### src/hdl/mef_regs.svh
/*
 * Register indices, field positions, reset values and timing constants
 * of the metering error and status flag bank.
 * Assumes a 50 MHz core clock; byte address is four times the index.
 */
// Behaviour
// Each half-cycle sag flag sets while its quantity sags; resets zero, write one clears.
// Sag flags sit in status bits 0..3: A voltage, A current, B voltage, B current.
// Internal faults flag error bits 1..5, 7, 21, 22; host then resets everything.
// Each converter status register with any bit set raises its summary bit.
// Summary bits pack three per converter from bit 9 up to bit 20.
// Bit 8 sets when converter data-ready does not arrive at 4 kHz; the checker only arms at the first data-ready edge after reset.
// While bit 8 is set, samples are not processed, outputs stay unchanged.
// Bit 6 sets on any converter CRC failure; write one clears it.
// Bit 0 sets when converter initialisation fails; resets zero, write one clears.
// Mask zero bit 31, reset zero, enables interrupt on aux five crossing.
// Error bits 31 down to 23 read zero and ignore writes.
// Interrupt is high while any flag and its mask bit are both set.
`ifndef MEF_REGS_SVH
`define MEF_REGS_SVH

`define MEF_IDX_SAG_FLAGS   12'h403
`define MEF_IDX_ERROR_FLAGS 12'h404
`define MEF_IDX_MASK_ZERO   12'h405
`define MEF_IDX_SAG_MASK    12'h406
`define MEF_IDX_ERROR_MASK  12'h407
`define MEF_IDX_CROSS_FLAGS 12'h408

`define MEF_SAG_W           4
`define MEF_BIT_INIT_ERR    0
`define MEF_BIT_CRC_ERR     6
`define MEF_BIT_RATE_ERR    8
`define MEF_BIT_CONV_BASE   9
`define MEF_BIT_AUX_FIVE_CROSS 31
`define MEF_ERR_VALID_MASK  32'h007f_ffff
`define MEF_FAULT_BITS      32'h0060_00be
`define MEF_RESET_VALUE     32'h0000_0000

`define MEF_CLK_PERIOD_NS   20
`define MEF_DRDY_PERIOD_NS  250000
`define MEF_DRDY_TOL_NS     2500
`define MEF_DRDY_MIN_CYC \
	((`MEF_DRDY_PERIOD_NS - `MEF_DRDY_TOL_NS + `MEF_CLK_PERIOD_NS - 1) \
	/ `MEF_CLK_PERIOD_NS)
`define MEF_DRDY_MAX_CYC \
	((`MEF_DRDY_PERIOD_NS + `MEF_DRDY_TOL_NS) / `MEF_CLK_PERIOD_NS)

`endif

### src/hdl/mef_pkg.sv
/*
 * Types of the metering error and status flag bank.
 * Assumes nothing beyond the constants header.
 */
package mef_pkg;

	// Captured AHB-Lite address phase
	typedef struct packed {
		logic        valid;
		logic        write;
		logic [11:0] idx;
	} mef_req_t;

	// Data-ready rate checker states
	typedef enum logic [1:0] {
		MEF_WAIT_FIRST = 2'b01,
		MEF_RUN        = 2'b10
	} mef_rate_t;

endpackage : mef_pkg

### src/hdl/mef_error_status.sv
/*
 * Error, sag and crossing flag bank of the metering core, with an
 * AHB-Lite slave, interrupt masks and data-ready rate supervision.
 * Assumes event inputs are clk_sys pulses; convDataReady is a pin.
 */
// The AHB-Lite register port is this design's own decision.
`timescale 1ns/1ps
`include "mef_regs.svh"

module mef_error_status
	import mef_pkg::*;
#(
	parameter int STAT_W  = 8,
	parameter int MIN_CYC = `MEF_DRDY_MIN_CYC,
	parameter int MAX_CYC = `MEF_DRDY_MAX_CYC,
	parameter int CNT_W   = 16
) (
	// Clock and reset
	input  wire logic                  clk_sys,
	input  wire logic                  rst_n,
	// AHB-Lite slave
	input  wire logic                  hsel,
	input  wire logic [31:0]           haddr,
	input  wire logic [1:0]            htrans,
	input  wire logic                  hwrite,
	input  wire logic [2:0]            hsize,
	input  wire logic [31:0]           hwdata,
	input  wire logic                  hready,
	output logic      [31:0]           hrdata,
	output logic                       hreadyout,
	output logic                       hresp,
	// Detector events
	input  wire logic [3:0]            sagLevel,
	input  wire logic [7:0]            internalFault,
	input  wire logic [12*STAT_W-1:0]  convStatus,
	input  wire logic                  convStatusValid,
	input  wire logic                  convCrcFail,
	input  wire logic                  convInitFail,
	input  wire logic                  auxFiveCrossing,
	input  wire logic                  convDataReady,
	// Results
	output logic                       sampleTake,
	output logic                       resetAdvice,
	output logic                       irq
);

	mef_req_t         req;
	logic [3:0]       sagFlags;
	logic [3:0]       sagMask;
	logic [31:0]      errFlags;
	logic [31:0]      errMask;
	logic             crossFlag;
	logic             maskZero;
	logic             wrEn;
	logic [1:0]       drdySync;
	logic             drdyLast;
	logic             drdyEdge;
	mef_rate_t        rateState;
	logic [CNT_W-1:0] rateCnt;
	logic             rateSet;
	logic [31:0]      errSet;
	logic [31:0]      sagClr;
	logic [31:0]      errClr;
	logic [31:0]      crossClr;
	logic             addrOk;
	logic [11:0]      rdIdx;

	// OR of one converter status register
	function automatic logic anyBit(input logic [STAT_W-1:0] v);
		return |v;
	endfunction : anyBit

	// Clear mask for a W1C write to one index
	function automatic logic [31:0] w1c(input logic [11:0] idx);
		return (wrEn && req.idx == idx) ? hwdata : 32'h0000_0000;
	endfunction : w1c

	assign hreadyout = 1'b1;
	assign hresp     = 1'b0;
	assign wrEn      = req.valid & req.write;

	// W1C clear masks, one per flag register
	always_comb begin
		sagClr   = w1c(`MEF_IDX_SAG_FLAGS);
		errClr   = w1c(`MEF_IDX_ERROR_FLAGS);
		crossClr = w1c(`MEF_IDX_CROSS_FLAGS);
	end

	// Only aligned word accesses inside the map
	assign addrOk = hsel & htrans[1] & (hsize == 3'h2)
		& (haddr[1:0] == 2'h0) & (haddr[31:14] == 18'h0);
	// Refused reads land on the unmapped default
	assign rdIdx  = addrOk ? haddr[13:2] : 12'hfff;

	// Address phase capture
	always_ff @(posedge clk_sys or negedge rst_n) begin
		if (!rst_n) begin
			req <= '0;
		end else if (hready) begin
			req.valid <= addrOk;
			req.write <= hwrite;
			req.idx   <= haddr[13:2];
		end
	end

	// Read data registered at address phase
	always_ff @(posedge clk_sys or negedge rst_n) begin
		if (!rst_n) begin
			hrdata <= 32'h0000_0000;
		end else if (hready && hsel && htrans[1] && !hwrite) begin
			case (rdIdx)
				`MEF_IDX_SAG_FLAGS:   hrdata <= {28'h0, sagFlags};
				// reserved read zero
				`MEF_IDX_ERROR_FLAGS: hrdata <= errFlags & `MEF_ERR_VALID_MASK;
				`MEF_IDX_MASK_ZERO:   hrdata <= {maskZero, 31'h0};
				`MEF_IDX_SAG_MASK:    hrdata <= {28'h0, sagMask};
				`MEF_IDX_ERROR_MASK:  hrdata <= errMask & `MEF_ERR_VALID_MASK;
				`MEF_IDX_CROSS_FLAGS: hrdata <= {crossFlag, 31'h0};
				default:              hrdata <= 32'h0000_0000;
			endcase
		end
	end

	// sticky sag flags, set wins
	// bit order A-V, A-I, B-V, B-I
	always_ff @(posedge clk_sys or negedge rst_n) begin
		if (!rst_n) begin
			sagFlags <= 4'h0;
		end else begin
			sagFlags <= (sagFlags & ~sagClr[3:0]) | sagLevel;
		end
	end

	// Collected error events
	always_comb begin
		errSet = 32'h0000_0000;
		// initialisation failure
		errSet[`MEF_BIT_INIT_ERR] = convInitFail;
		// internal faults
		errSet[5:1]   = internalFault[4:0];
		errSet[7]     = internalFault[5];
		errSet[22:21] = internalFault[7:6];
		// converter CRC failure
		errSet[`MEF_BIT_CRC_ERR] = convCrcFail;
		// data-ready rate
		errSet[`MEF_BIT_RATE_ERR] = rateSet;
		// per-register summaries
		for (int i = 0; i < 12; i++) begin
			errSet[`MEF_BIT_CONV_BASE + i] = convStatusValid
				& anyBit(convStatus[i*STAT_W +: STAT_W]);
		end
	end

	// reserved bits never stored
	always_ff @(posedge clk_sys or negedge rst_n) begin
		if (!rst_n) begin
			errFlags <= `MEF_RESET_VALUE;
		end else begin
			errFlags <= ((errFlags & ~errClr) | errSet)
				& `MEF_ERR_VALID_MASK;
		end
	end

	// host must reset device and converters
	assign resetAdvice = |(errFlags & `MEF_FAULT_BITS);

	// Crossing flag, set wins
	always_ff @(posedge clk_sys or negedge rst_n) begin
		if (!rst_n) begin
			crossFlag <= 1'b0;
		end else begin
			crossFlag <= (crossFlag & ~crossClr[`MEF_BIT_AUX_FIVE_CROSS])
				| auxFiveCrossing;
		end
	end

	// Mask registers
	always_ff @(posedge clk_sys or negedge rst_n) begin
		if (!rst_n) begin
			maskZero <= 1'b0;
			sagMask  <= 4'h0;
			errMask  <= `MEF_RESET_VALUE;
		end else if (wrEn) begin
			case (req.idx)
				// aux five crossing enable
				`MEF_IDX_MASK_ZERO:  maskZero <= hwdata[`MEF_BIT_AUX_FIVE_CROSS];
				`MEF_IDX_SAG_MASK:   sagMask  <= hwdata[3:0];
				`MEF_IDX_ERROR_MASK: errMask  <= hwdata & `MEF_ERR_VALID_MASK;
				default:             maskZero <= maskZero;
			endcase
		end
	end

	// level interrupt from masked flags
	assign irq = |(sagFlags & sagMask) | |(errFlags & errMask)
		| (crossFlag & maskZero);

	// Data-ready pin synchroniser
	always_ff @(posedge clk_sys or negedge rst_n) begin
		if (!rst_n) begin
			drdySync <= 2'h0;
			drdyLast <= 1'b0;
		end else begin
			drdySync <= {drdySync[0], convDataReady};
			drdyLast <= drdySync[1];
		end
	end

	assign drdyEdge = drdySync[1] & ~drdyLast;

	// period check between data-ready edges
	always_ff @(posedge clk_sys or negedge rst_n) begin
		if (!rst_n) begin
			rateState <= MEF_WAIT_FIRST;
			rateCnt   <= '0;
			rateSet   <= 1'b0;
		end else begin
			rateSet <= 1'b0;
			case (rateState)
				MEF_WAIT_FIRST: begin
					rateCnt <= '0;
					if (drdyEdge) begin
						rateState <= MEF_RUN;
					end
				end
				MEF_RUN: begin
					if (drdyEdge) begin
						rateCnt <= '0;
						rateSet <= (rateCnt < CNT_W'(MIN_CYC - 1));
					end else if (rateCnt >= CNT_W'(MAX_CYC - 1)) begin
						rateCnt <= '0;
						rateSet <= 1'b1;
					end else begin
						rateCnt <= rateCnt + 1'b1;
					end
				end
				default: begin
					rateState <= MEF_WAIT_FIRST;
					rateCnt   <= '0;
				end
			endcase
		end
	end

	// hold sample processing while rate error stands
	always_ff @(posedge clk_sys or negedge rst_n) begin
		if (!rst_n) begin
			sampleTake <= 1'b0;
		end else begin
			sampleTake <= drdyEdge & ~errFlags[`MEF_BIT_RATE_ERR] & ~rateSet;
		end
	end
endmodule : mef_error_status

### config.mk
export PLATFORM = sky130hd
export DESIGN_NAME = mef_error_status
export DESIGN_NICKNAME = d
export VERILOG_FILES = /design/src/hdl/mef_pkg.sv /design/src/hdl/mef_error_status.sv
export VERILOG_INCLUDE_DIRS = /design/src /design/src/hdl
export SDC_FILE = /design/constraint.sdc
export NUM_CORES = 1
export LEC_CHECK = 0
export ABC_AREA = 1
export ABC_CLOCK_PERIOD_IN_PS = 1880
export BUFFER_PORTS_ARGS = -buffer_cell sky130_fd_sc_hd__buf_2
export CORE_UTILIZATION = 49
export DETAILED_ROUTE_END_ITERATION = 12
export PLACE_DENSITY = 0.84
export RECOVER_POWER = 25
export REMOVE_ABC_BUFFERS = 1
export SLEW_MARGIN = 40
export SYNTH_ARGS = -nofsm -noshare
export SYNTH_HDL_FRONTEND = slang
export SYNTH_SLANG_ARGS = --single-unit
export TNS_END_PERCENT = 5
### constraint.sdc
create_clock -name clk_sys -period 1.88 [get_ports clk_sys]
set_input_delay 0.376 -clock clk_sys [delete_from_list [all_inputs] [get_ports clk_sys]]
set_output_delay 0.376 -clock clk_sys [all_outputs]
set_load 0.005 [all_outputs]
==> results by group <==
Run status
  • Status: finished, violations left
  • Violated checks: negative setup slack

Global routing
  • GRT overflow: 0
  • Total GRT Usage: 0.256
  • Vias in the first global route: 5429
  • First-pass GRT wire length: 25100 µm
  • Largest net degree at the start of global routing: 47
  • Initial antenna violation count: 0

Synthesis
  • Avg Cell Area, Syn: 7.78 µm²
  • Async set or reset register ratio after synthesis: 1.00
  • EDFF count, synth: 0
  • Synthesis Warnings: 0
  • Synth unique cells: 37
  • Ys flop type: dfrtp_1
  • Ranking of synthesized cells by area: dfrtp_1 (50%), nand2_1 (17%), o21ai_0 (5.5%)
  • Synth Instances: 742
  • Synth area leader: dfrtp_1
  • Synth Cell Area: 5770 µm²
  • Seq/Total Area, Yosys: 0.508
  • Synth top area share: 0.503
  • Number of synthesized register bits: 117

Worst setup path
  • CP Max Fanout: 3
  • Critical path endpoint category: output port
  • CP required: 1.50 ns
  • Crit-path slowest cell: dfrtp_1
  • CP cell instances: nand2_1 -> nand3_1 -> a221o_1 -> nor4_2 -> nand4_1 -> buf_2
  • Startpoint types: flip-flop
  • Critical Path AT: 1.60 ns
  • Slowest cell delay on critical path: 0.40 ns
  • Crit path kind: flip-flop to output port

Floorplan
  • Row count: 39
  • Die Height: 111 µm
  • DIE WIDTH: 111 µm
  • Ports: 224
  • Initial core utilization: 0.503
  • Die footprint: 12200 µm²
  • CORE AREA: 11500 µm²

Clocking
  • Worst-path clk slew: 0.06 ns
  • Longest Clk Path Bufs: 2
  • Clock Latency Late Sink: 0.41 ns
  • CTS tree: yes
  • H-tree depth: 4
  • Clock sinks: 117
  • TritonCTS Buffers: 17
  • Root Driver: clkbuf_16

Power and ir drop
  • Tot Pwr: 6270 µW
  • Seq pwr share: 0.413
  • Switching power: 1400 µW
  • Peak VDD IR: 0.636 mV
  • Int Pwr: 4870 µW
  • Sw frac: 0.223
  • Pleak: 0.00417 µW
  • Logic pwr share: 0.068
  • PD cells: 813 nW/µm²
  • Clk pwr share: 0.519

STA
  • Worst Tran Pin Value: 0.730 ns
  • Fin crit period: 1.98 ns
  • Setup Viol. Count Final: 1
  • Fmax: 506 MHz
  • Worst slew margin: 0.514
  • Slew Viols, Final: 0
  • Fin. Hold Viols: 0
  • Final worst slack: -0.0972 ns
  • WHS: 0.0777 ns
  • RSZ-0062 raised after global routing: yes
  • Tcrit/Tclk final: 1.05
  • Worst clock skew: 0.00719 ns

Placement
  • Post-DP HPWL: 10700 µm
  • Post-placement setup slack: -0.0155 ns
  • # port buffers: 204
  • Placer congestion estimate: 0.826

Drt
  • Vias per cell: 5.02
  • Via count: 5657
  • Post-DR wirelength/cell: 13.2 µm
  • Total routed wirelength: 14900 µm
  • DRC: 0
  • DRT Pass-1 Iters: 4
  • Post-route ant nets: 0
  • Starting DRT DRC Count: 301

Final layout
  • Most common cell after layout, fill and taps aside: nand2_1
  • FILL cells: 924
  • Combined flip-flop and latch cell area: 2930 µm²
  • Commonest non-fill, non-tap cells in the layout: nand2_1 (268), buf_2 (203), dfrtp_1 (116)
  • Share of cells above drive strength 1: 0.286
  • Final Core Density: 0.673
  • Final #Nets: 1160
  • Area of the multi-input gates: 2440 µm²
  • ANT cells: 0
  • Layout area overhead: 33.8%

Job
  • Maxcap violations: 0

Hold path
  • Hold WC Path Type: primary input to flip-flop
## Yosys cell counts, drive strengths merged, types with 3 or more instances
cell type / number
nor3: 7
nand4: 17
nand2: 268
xnor2: 3
inv: 85
nand3: 29
o21ai: 64
or2: 3
nor4: 19
nor2: 63
o31ai: 14
a21oi: 8
dfrtp: 116
nand3b: 3
clkbuf: 13
buf: 14
## registers in the layout, indices dropped and copies added, names as in the netlist
name        flops
req            14
rateCnt        16
crossFlag       1
errFlags       23
rateState       2
sagFlags        4
drdySync        2
hrdata         24
rateSet         1
errMask        23
sagMask         4
sampleTake      1
drdyLast        1
maskZero        1
## area by class of cell
class,count,share of cell area
sequential,117,0.379
multi-input combinational,523,0.316
timing repair buffer,228,0.162
clock buffer,19,0.0574
inverter,85,0.0413
tap,143,0.0232
clock inverter,13,0.0204
## routing by layer
| metal | wire (µm) | vias up | global-route usage |
|---|---|---|---|
| li1 | - | 2828 | - |
| met1 | 6230 | 2588 | 0.324 |
| met2 | 7470 | 216 | 0.438 |
| met3 | 920 | 25 | 0.0494 |
| met4 | 248 | 0 | 0.0871 |
| met5 | 0 | - | 0 |
## critical path: cells and delay by family, from the launching register on
kind	cells	cell delay, ns
flip-flops	1	0.40
buffers and inverters	1	0.15
AO/OA/AOI/OAI	1	0.28
AND/OR/NAND/NOR	4	0.38
## metrics by stage
stage / TNS [ns] / area [µm²] / instances
4_1_cts: -0.133 / 7700 / 1127
2_1_floorplan: -0.106 / 5650 / 725
5_1_grt: -0.230 / 7720 / 1128
3_5_place_dp: -0.0247 / 7070 / 1092
6_report: -0.0972 / 7720 / 1128
3_3_place_gp: 0 / 7070 / 1092
## power groups by stage
| stage | registers [µW] | logic, µW | clock network (µW) |
|---|---|---|---|
| 6_report | 2590 | 425 | 3260 |
| 5_1_grt | 2600 | 484 | 3390 |
| 4_1_cts | 2590 | 436 | 3280 |
| 3_5_place_dp | 2630 | 430 | 0 |
| 3_3_place_gp | 2630 | 418 | 0 |
| 2_1_floorplan | 2630 | 131 | 0 |
## logic make-up after synthesis
group	Yosys count	synth area share
simple gates	411	0.307
flops	117	0.508
fa+ha+maj	1	0.00217
xor+xnor	4	0.00607
buf+inv	112	0.0818
compound gates	95	0.0937
other cells	2	0.00130
## what timing repair did
action	4_1_cts	5_1_grt
hold buffers	1	0
resized for setup	2	4
pin swaps	1	0
endpoints found under the hold margin	26	0
endpoints found under the setup margin	3	6
setup buffers	2	1
## worst paths after layout
kind | from | endpoint | slack (ns) | cells after the start
worst max-delay path | errMask[4] | irq | -0.1 | 6
worst min-delay path | convDataReady | drdySync[0] | 0.08 | 1
worst max register to register | rateCnt[0] | rateCnt[12] | 0.21 | 9
worst min register to register | drdySync[0] | drdySync[1] | 0.36 | 0
max in group asynchronous | rst_n | rateState[0] | 0.33 | 3
min in group asynchronous | rst_n | sampleTake | 0.56 | 2
No activity file was read; power rests on OpenSTA's default activity.
